### config.mk
export PLATFORM = sky130hd
export DESIGN_NAME = hpl_host_link
export DESIGN_NICKNAME = d
export VERILOG_FILES = /design/src/inc/hpl_pkg.sv /design/src/rtl/hpl_host_link.sv /design/src/rtl/hpl_uart_rx.sv /design/src/rtl/hpl_uart_tx.sv
export SDC_FILE = /design/constraint.sdc
export NUM_CORES = 2
export LEC_CHECK = 0
export BUFFER_PORTS_ARGS = -buffer_cell sky130_fd_sc_hd__buf_2
export CAP_MARGIN = 20
export CORE_ASPECT_RATIO = 1.75
export CORE_UTILIZATION = 53
export DETAILED_ROUTE_END_ITERATION = 6
export GPL_ROUTABILITY_DRIVEN = 0
export PLACE_DENSITY = 0.76
export SETUP_SLACK_MARGIN = 0.02
export SLEW_MARGIN = 20
export SYNTH_ARGS = -nofsm -noshare
export SYNTH_HDL_FRONTEND = slang
export SYNTH_SLANG_ARGS = --single-unit
export TNS_END_PERCENT = 1
### constraint.sdc
create_clock -name CLK_SYS -period 2.17 [get_ports CLK_SYS]
set_input_delay 0.434 -clock CLK_SYS [delete_from_list [all_inputs] [get_ports CLK_SYS]]
set_output_delay 0.434 -clock CLK_SYS [all_outputs]
set_load 0.05 [all_outputs]
### src/inc/hpl_pkg.sv
// Constants and helpers shared by the host packet link
package hpl_pkg;
    localparam int CLK_HZ = 200_000_000;
    localparam int BAUD_SLOW = 19200;
    localparam int BAUD_FAST = 115200;
    localparam logic [15:0] DIV_SLOW = 16'(CLK_HZ / BAUD_SLOW);
    localparam logic [15:0] DIV_FAST = 16'(CLK_HZ / BAUD_FAST);
    localparam int FRAME_BITS = 10;
    localparam int MAX_LEN = 18;
    localparam int TIMEOUT_MS = 250;
    localparam int TIMEOUT_CYC = CLK_HZ / 1000 * TIMEOUT_MS;
    localparam int RETRY_MAX = 3;
    localparam logic [15:0] CRC_INIT = 16'hffff;
    localparam logic [15:0] CRC_POLY = 16'h8408;
    localparam logic [1:0] CLASS_CMD = 2'h0;
    localparam logic [1:0] CLASS_RPT = 2'h2;
    localparam logic [7:0] RPT_KEY = 8'h80;
    localparam logic [4:0] RPT_KEY_LEN = 5'h01;
    localparam logic [7:0] RPT_TEMP = 8'h82;
    localparam logic [4:0] RPT_TEMP_LEN = 5'h04;

    // One byte of the reflected CCITT CRC, low bit first
    function automatic logic [15:0] crc_step(input logic [15:0] c,
                                             input logic [7:0] b);
        logic [15:0] r;
        r = c;
        for (int i = 0; i < 8; i++) begin
            if (r[0] ^ b[i]) begin
                r = (r >> 1) ^ CRC_POLY;
            end else begin
                r = r >> 1;
            end
        end
        return r;
    endfunction : crc_step

    // Fixed payload length of the known report types
    function automatic logic len_ok(input logic [7:0] t,
                                    input logic [4:0] l);
        case (t)
            RPT_KEY: len_ok = (l == RPT_KEY_LEN);
            RPT_TEMP: len_ok = (l == RPT_TEMP_LEN);
            default: len_ok = 1'b1;
        endcase
    endfunction : len_ok
endpackage : hpl_pkg

### src/rtl/hpl_host_link.sv
// Host end of the packet link: sends commands, sorts answers and reports
`timescale 1ns/10ps
`default_nettype none
module hpl_host_link #(
    parameter int TIMEOUT_CYCLES = hpl_pkg::TIMEOUT_CYC,
    parameter int RETRIES = hpl_pkg::RETRY_MAX,
    parameter logic [15:0] DIV_SLOW = hpl_pkg::DIV_SLOW,
    parameter logic [15:0] DIV_FAST = hpl_pkg::DIV_FAST
) (
    // Clock and reset
    input wire logic CLK_SYS,
    input wire logic RST_N,
    // Link speed select, taken between commands
    input wire logic BAUD_FAST,
    output logic FAST_RATE,
    // Command request
    input wire logic CMD_VALID,
    input wire logic [7:0] CMD_TYPE,
    input wire logic [4:0] CMD_LEN,
    input wire logic [143:0] CMD_DATA,
    output logic CMD_READY,
    // Acknowledge, report and fault
    output logic ACK_VALID,
    output logic RPT_VALID,
    output logic FAULT,
    output logic [7:0] PKT_TYPE,
    output logic [4:0] PKT_LEN,
    output logic [143:0] PKT_DATA,
    // Serial pins
    input wire logic RXD,
    output logic TXD
);
    typedef enum logic [2:0] {
        T_IDLE, T_TYPE, T_LEN, T_DATA, T_CRCL, T_CRCH, T_WAIT
    } hpl_tx_e;
    typedef enum logic [2:0] {
        R_TYPE, R_LEN, R_DATA, R_CRCL, R_CRCH
    } hpl_rx_e;
    typedef struct packed {
        hpl_tx_e tst;
        logic rdy;
        logic fast;
        logic tv;
        logic [7:0] tb;
        logic [15:0] tcrc;
        logic [4:0] tidx;
        logic [7:0] ctype;
        logic [4:0] clen;
        logic [17:0][7:0] cbuf;
        logic [31:0] wcnt;
        logic [3:0] tries;
        hpl_rx_e rst;
        logic [15:0] rcrc;
        logic [7:0] rtype;
        logic [4:0] rlen;
        logic [4:0] ridx;
        logic [7:0] rlo;
        logic [17:0][7:0] rbuf;
        logic ackv;
        logic rptv;
        logic fault;
        logic [7:0] otype;
        logic [4:0] olen;
        logic [17:0][7:0] odata;
    } hpl_state_s;
    hpl_state_s s;
    hpl_state_s next_s;

    logic tx_rdy;
    logic rx_v;
    logic [7:0] rx_d;
    logic [15:0] div;
    logic tx_fire;
    logic [7:0] tx_byte;
    logic matched;

    assign div = s.fast ? DIV_FAST : DIV_SLOW;
    assign tx_fire = s.tv && tx_rdy;
    assign FAST_RATE = s.fast;
    assign CMD_READY = s.rdy;
    assign ACK_VALID = s.ackv;
    assign RPT_VALID = s.rptv;
    assign FAULT = s.fault;
    assign PKT_TYPE = s.otype;
    assign PKT_LEN = s.olen;
    assign PKT_DATA = s.odata;

    hpl_uart_tx u_tx (
        .clk(CLK_SYS),
        .rst_n(RST_N),
        .div(div),
        .valid(s.tv),
        .data(s.tb),
        .ready(tx_rdy),
        .txd(TXD)
    );

    hpl_uart_rx u_rx (
        .clk(CLK_SYS),
        .rst_n(RST_N),
        .div(div),
        .rxd(RXD),
        .valid(rx_v),
        .data(rx_d)
    );

    // Byte presented in each send state
    always_comb begin
        case (s.tst)
            T_TYPE: tx_byte = s.ctype;
            T_LEN: tx_byte = {3'h0, s.clen};
            T_DATA: tx_byte = s.cbuf[s.tidx];
            T_CRCL: tx_byte = ~s.tcrc[7:0];
            T_CRCH: tx_byte = ~s.tcrc[15:8];
            default: tx_byte = 8'h00;
        endcase
    end

    always_comb begin
        next_s = s;
        next_s.ackv = 1'b0;
        next_s.rptv = 1'b0;
        next_s.fault = 1'b0;
        matched = 1'b0;

        // Receive path, one byte per cycle, sorted by type
        if (rx_v) begin
            case (s.rst)
                R_TYPE: begin
                    next_s.rtype = rx_d;
                    next_s.rcrc = hpl_pkg::crc_step(hpl_pkg::CRC_INIT, rx_d);
                    next_s.rst = R_LEN;
                end
                R_LEN: begin
                    if (rx_d > 8'(hpl_pkg::MAX_LEN)) begin
                        next_s.rst = R_TYPE;
                    end else begin
                        next_s.rlen = rx_d[4:0];
                        next_s.ridx = 5'h00;
                        next_s.rcrc = hpl_pkg::crc_step(s.rcrc, rx_d);
                        next_s.rst = (rx_d == 8'h00) ? R_CRCL : R_DATA;
                    end
                end
                R_DATA: begin
                    next_s.rbuf[s.ridx] = rx_d;
                    next_s.rcrc = hpl_pkg::crc_step(s.rcrc, rx_d);
                    next_s.ridx = s.ridx + 5'h01;
                    if (s.ridx == s.rlen - 5'h01) begin
                        next_s.rst = R_CRCL;
                    end
                end
                R_CRCL: begin
                    next_s.rlo = rx_d;
                    next_s.rst = R_CRCH;
                end
                R_CRCH: begin
                    next_s.rst = R_TYPE;
                    if ({rx_d, s.rlo} == ~s.rcrc) begin
                        next_s.otype = s.rtype;
                        next_s.olen = s.rlen;
                        next_s.odata = s.rbuf;
                        if (s.rtype[7:6] == hpl_pkg::CLASS_RPT) begin
                            next_s.rptv = hpl_pkg::len_ok(s.rtype, s.rlen);
                        end else if (s.tst == T_WAIT
                                     && s.rtype[7:6] != hpl_pkg::CLASS_CMD
                                     && s.rtype[5:0] == s.ctype[5:0]) begin
                            matched = 1'b1;
                            next_s.ackv = 1'b1;
                        end
                    end
                end
                default: next_s.rst = R_TYPE;
            endcase
        end

        // Send path
        case (s.tst)
            T_IDLE: begin
                next_s.fast = BAUD_FAST;
                if (CMD_VALID && s.rdy) begin
                    next_s.ctype = CMD_TYPE;
                    next_s.clen = (CMD_LEN > 5'(hpl_pkg::MAX_LEN))
                        ? 5'(hpl_pkg::MAX_LEN) : CMD_LEN;
                    next_s.cbuf = CMD_DATA;
                    next_s.tries = 4'h0;
                    next_s.tcrc = hpl_pkg::CRC_INIT;
                    next_s.tst = T_TYPE;
                end
            end
            T_TYPE, T_LEN, T_DATA, T_CRCL, T_CRCH: begin
                if (!s.tv) begin
                    next_s.tv = 1'b1;
                    next_s.tb = tx_byte;
                end else if (tx_rdy) begin
                    next_s.tv = 1'b0;
                    if (s.tst == T_TYPE || s.tst == T_LEN
                        || s.tst == T_DATA) begin
                        next_s.tcrc = hpl_pkg::crc_step(s.tcrc, s.tb);
                    end
                    case (s.tst)
                        T_TYPE: next_s.tst = T_LEN;
                        T_LEN: begin
                            next_s.tidx = 5'h00;
                            next_s.tst = (s.clen == 5'h00) ? T_CRCL : T_DATA;
                        end
                        T_DATA: begin
                            next_s.tidx = s.tidx + 5'h01;
                            if (s.tidx == s.clen - 5'h01) begin
                                next_s.tst = T_CRCL;
                            end
                        end
                        T_CRCL: next_s.tst = T_CRCH;
                        default: begin
                            next_s.wcnt = 32'(TIMEOUT_CYCLES - 1);
                            next_s.tst = T_WAIT;
                        end
                    endcase
                end
            end
            T_WAIT: begin
                if (matched) begin
                    next_s.tst = T_IDLE;
                end else if (s.wcnt == 32'h0) begin
                    if (s.tries == 4'(RETRIES)) begin
                        next_s.fault = 1'b1;
                        next_s.tst = T_IDLE;
                    end else begin
                        next_s.tries = s.tries + 4'h1;
                        next_s.tcrc = hpl_pkg::CRC_INIT;
                        next_s.tst = T_TYPE;
                    end
                end else begin
                    next_s.wcnt = s.wcnt - 32'h1;
                end
            end
            default: next_s.tst = T_IDLE;
        endcase
        next_s.rdy = (next_s.tst == T_IDLE) && !(CMD_VALID && s.rdy);
    end

    always_ff @(posedge CLK_SYS) begin
        if (!RST_N) begin
            s <= '0;
        end else begin
            s <= next_s;
        end
    end
endmodule : hpl_host_link
`default_nettype wire

### src/rtl/hpl_uart_rx.sv
// Serial receiver, 8 data bits, no parity, 1 stop bit
`timescale 1ns/10ps
`default_nettype none
module hpl_uart_rx (
    // Clock and reset
    input wire logic clk,
    input wire logic rst_n,
    // Bit period in clock cycles
    input wire logic [15:0] div,
    // Line
    input wire logic rxd,
    // Byte stream
    output logic valid,
    output logic [7:0] data
);
    typedef struct packed {
        logic s1;
        logic s2;
        logic busy;
        logic [15:0] tick;
        logic [3:0] nbit;
        logic [7:0] sh;
        logic valid;
        logic [7:0] data;
    } hpl_rx_s;
    hpl_rx_s s;
    hpl_rx_s next_s;

    assign valid = s.valid;
    assign data = s.data;

    always_comb begin
        next_s = s;
        next_s.s1 = rxd;
        next_s.s2 = s.s1;
        next_s.valid = 1'b0;
        if (!s.busy) begin
            if (!s.s2) begin
                next_s.busy = 1'b1;
                next_s.tick = div >> 1;
                next_s.nbit = 4'h9;
            end
        end else if (s.tick != 16'h0000) begin
            next_s.tick = s.tick - 16'h0001;
        end else begin
            next_s.tick = div - 16'h0001;
            next_s.nbit = s.nbit - 4'h1;
            if (s.nbit == 4'h9) begin
                // Glitch on the start bit
                next_s.busy = !s.s2;
            end else if (s.nbit != 4'h0) begin
                next_s.sh = {s.s2, s.sh[7:1]};
            end else begin
                next_s.busy = 1'b0;
                next_s.valid = s.s2;
                next_s.data = s.sh;
            end
        end
    end

    always_ff @(posedge clk) begin
        if (!rst_n) begin
            // Line idles high, so no false start after reset
            s <= '{s1: 1'b1, s2: 1'b1, busy: 1'b0, tick: 16'h0000,
                   nbit: 4'h0, sh: 8'h00, valid: 1'b0, data: 8'h00};
        end else begin
            s <= next_s;
        end
    end
endmodule : hpl_uart_rx
`default_nettype wire

### src/rtl/hpl_uart_tx.sv
// Serial transmitter, 8 data bits, no parity, 1 stop bit
`timescale 1ns/10ps
`default_nettype none
module hpl_uart_tx (
    // Clock and reset
    input wire logic clk,
    input wire logic rst_n,
    // Bit period in clock cycles
    input wire logic [15:0] div,
    // Byte stream
    input wire logic valid,
    input wire logic [7:0] data,
    output logic ready,
    // Line
    output logic txd
);
    typedef struct packed {
        logic [15:0] tick;
        logic [3:0] nbit;
        logic [9:0] sh;
        logic txd;
    } hpl_tx_s;
    hpl_tx_s s;
    hpl_tx_s next_s;

    assign ready = (s.nbit == 4'h0);
    assign txd = s.txd;

    always_comb begin
        next_s = s;
        if (s.nbit == 4'h0) begin
            if (valid) begin
                next_s.sh = {1'b1, data, 1'b0};
                next_s.txd = 1'b0;
                next_s.nbit = 4'(hpl_pkg::FRAME_BITS);
                next_s.tick = div - 16'h0001;
            end
        end else if (s.tick == 16'h0000) begin
            next_s.sh = {1'b1, s.sh[9:1]};
            next_s.txd = s.sh[1];
            next_s.nbit = s.nbit - 4'h1;
            next_s.tick = div - 16'h0001;
        end else begin
            next_s.tick = s.tick - 16'h0001;
        end
    end

    always_ff @(posedge clk) begin
        if (!rst_n) begin
            s <= '{tick: 16'h0000, nbit: 4'h0, sh: 10'h3ff, txd: 1'b1};
        end else begin
            s <= next_s;
        end
    end
endmodule : hpl_uart_tx
`default_nettype wire
==> metrics <==
status=finished, violations left; violated checks=setup timing; Slew @ Worst Pin=660.8 ps; Layout area overhead=18.19%; Pwr per Cell Area=935.2 mW/mm^2; WHS Endpoint=s[460]; critical path required time=2670 ps; initial antenna violation count=1; clock root cell=clkbuf_16; core area=0.05236 mm^2; r2r startpoint=s[345]; placed cell count=4186; max incr delay on CP=420 ps; register area=0.01294 mm^2; hold violation count in the final report=0; worst reg2reg endpoint=s[557]; Die Span Y=306.2 um; fin nets=3747; Synth warnings=0; crit start category=register; H-tree levels=2; Core Util, Final=63.25%; Design Area, Final=0.03312 mm^2; Hold Crit Start=CMD_DATA[75]; drt pass-1 iters=6; layout cells sized above 1=23.28%; Gate Count Post-Synth=3322; post-placement setup slack=-150.9 ps; crit share post-route=105.1%; worst path cell trace=xor2_1 -> nand4_1 -> or3_1 -> or3_1 -> nor2b_2 -> nor3_4 -> buf_12 -> o221a_2; first-pass GRT wire length=118.3 mm; crit path time final=2281 ps; HPWL after DPL=52.21 mm; Routed WL=75.23 mm; worst reg2reg path depth=8; clk slew on worst S/H paths=70 ps; sequential share of the synthesized area=46.16%; Bufs on Longest Clock Path=3; I/O pin count=325; Remaining DRCs=0; ANT nets after route=0; area occupied by multi-input gates=0.01329 mm^2; Congestion Overflow GR=0; Initial Utilization=53.51%; Worst Clk Skew=16.20 ps; fmax=0.4385 GHz; Post-synth EDFFs=0; worst hold path depth=3; fill count=4421; Arrival @ worst endpoint=2780 ps; largest net degree at the start of global routing=95; worst-path maximum fanout=16; Seq cells post-synth=646; Non-Filler Instances=4289; syn_nets=3503; die width=175.8 um; crit end category=register; Via density=5.501; RSZ-0062 raised after global routing=true; R2R setup slack=-110 ps; Max-Slew Margin vs Limit=55.85%; Mapped Area=0.02802 mm^2; final setup margin=-110.7 ps; highest-delay cell along the critical path=or3_1; Worst path most repeated cell=or3_1; Setup Total Neg Slack=-2480 ps; Initial DRC Count=1493; PortBufs=324; CTS tree=built; Main synth FF type=dfxtp_1; Post-DP Area=0.03072 mm^2; LEAKAGE=0.01347 uW; die area=0.05382 mm^2; vias in the first global route=22698; Peak supply drop=703.7 uV; via count=23593; Final Max Tran Viols=0; GRT Overall Usage=27.46%; Row Count=111; Setup-failing EPs final=41; WL/cell=17.54 um; Hold WC Path Type=input pin to register; CTS Sinks=646; critical path class=register to register; clock latency on the worst-skew pair=610 ps; Unique masters post-synth=77; Mean Syn Cell Area=8.434 um^2; Synth async-reset ratio=0%; TritonCTS buffer count=55; max cap viols=0
-- critical path, delay by kind of cell, from the launching register on --
family	cells	cell delay, ps
and+or+nand+nor	5	1280
DFF	1	340
AOI/OAI and AO/OA	1	260
buffers and inverters	1	150
xor gates and xnor gates	1	140
-- layer usage --
layer	share of wire (%)	vias up	track usage, %
li1	-	11508	-
met2	53	756	50.77
met5	0	-	0
met4	5.3	0	14.56
met3	4.6	210	3.237
met1	38	11119	30.25
-- final cells by class --
type,count,share of cell area [%]
clock buffer,72,4.560
inverter,31,0.3741
timing repair buffer,579,12.00
clock inverter,28,1.270
sequential,646,39.09
antenna,2,0.01511
multi-input combinational,2253,40.14
tap,678,2.562
-- logic make-up after synthesis --
logic type	Yosys count	share of synthesized area (%)
AO/OA/AOI/OAI	596	12.23
XOR/XNOR	126	3.939
adder cells (fa/ha/maj)	19	0.8485
buffers and inverters	423	7.962
flip-flops	646	46.16
multiplexers	199	8.922
AND/OR/NAND/NOR	1313	19.94
-- synthesized netlist by cell type, types with 6 or more instances --
cell      count  area [um^2]
nor3b_1      11        82.58
xnor2_1      91        797.0
buf_2        27        135.1
o21a_1        8        60.06
nand2b_1     15        93.84
mux2_2        6        67.56
mux2i_1     153         1531
nand2_1     782         2935
xor2_1       35        306.5
dfxtp_1     646        12930
inv_1        30        112.6
and2_1        9        56.30
clkbuf_1    195        732.0
nand3_1      67        335.3
nor4_1       18        112.6
a211oi_1     16        120.1
a21oi_1     431         2157
a311oi_1      6        52.55
a31oi_1      10        62.56
nor2b_1      10        62.56
nor2_1      275         1032
or3_1        19        118.9
nand4_1      13        81.33
ha_1         19        237.7
a22oi_1      14        105.1
or4_1         9        67.56
nor3_1       42        210.2
o311ai_0      8        70.07
o21ai_0      35        175.2
buf_4       158         1186
buf_1         9        33.78
o22ai_1       9        56.30
and3_1        8        50.05
o221a_2      20        225.2
mux4_2       40        900.9
o221ai_1      9        78.83
-- where the power goes --
| part | switching, uW | internal (uW) |
|---|---|---|
| Clock | 4610 | 6030 |
| Combinational | 3800 | 3100 |
| Sequential | 717 | 12700 |
| Total | 9120 | 21800 |
-- flip-flops by register name (all words and copies together) (netlist names), 5 cells and up --
name	count
s	415
PKT_DATA	144
u_rx.s	30
u_tx.s	29
PKT_TYPE	8
u_rx.data	8
PKT_LEN	5
-- per-stage QoR --
step                hold slack, ps  total power [uW]
global placement             389.3             20060
floorplan                    386.3             17800
CTS                          33.34             30810
detailed placement           393.6             20190
global route                 49.77             32320
finish                       54.04             30970
-- worst max-delay path by stage --
stage	slack, ps	endpoint	cells past startpoint	start
finish	-110	s[557]	8	s[345]
global route	-250	s[554]	8	s[343]
CTS	-90	s[548]	9	s[360]
detailed placement	-150	s[381]	7	s[360]
global placement	-140	s[381]	7	s[360]
floorplan	-60	s[560]	8	s[360]
-- timing repair --
item | 4_1_cts | 5_1_grt
gates resized for setup | 42 | 71
setup buffers | 0 | 0
hold endpoints to repair | 1 | 0
pin swaps | 17 | 23
hold buffers | 1 | 0
endpoints found under the setup margin | 158 | 342
-- layout by cell type, fill, tap and decap left out, types with 9 or more instances in the layout --
| master | instances |
|---|---|
| nand2_1 | 769 |
| clkbuf_16 | 55 |
| nor4_1 | 10 |
| nand3_1 | 60 |
| or3_1 | 17 |
| inv_1 | 26 |
| a21oi_1 | 427 |
| buf_2 | 324 |
| ha_1 | 17 |
| a211oi_1 | 15 |
| nand4_1 | 13 |
| o21ai_0 | 32 |
| o221a_2 | 20 |
| mux4_2 | 40 |
| a31oi_1 | 10 |
| clkbuf_1 | 10 |
| bufinv_16 | 9 |
| nor2_1 | 274 |
| o22ai_1 | 9 |
| nor3_1 | 32 |
| xor2_1 | 35 |
| buf_4 | 215 |
| xnor2_1 | 91 |
| nand2_2 | 12 |
| clkinv_2 | 9 |
| buf_12 | 31 |
| mux2i_1 | 152 |
| a22oi_1 | 14 |
| dfxtp_1 | 639 |
| nand2b_1 | 13 |
Note: power is estimated with default switching activity, not from simulation.
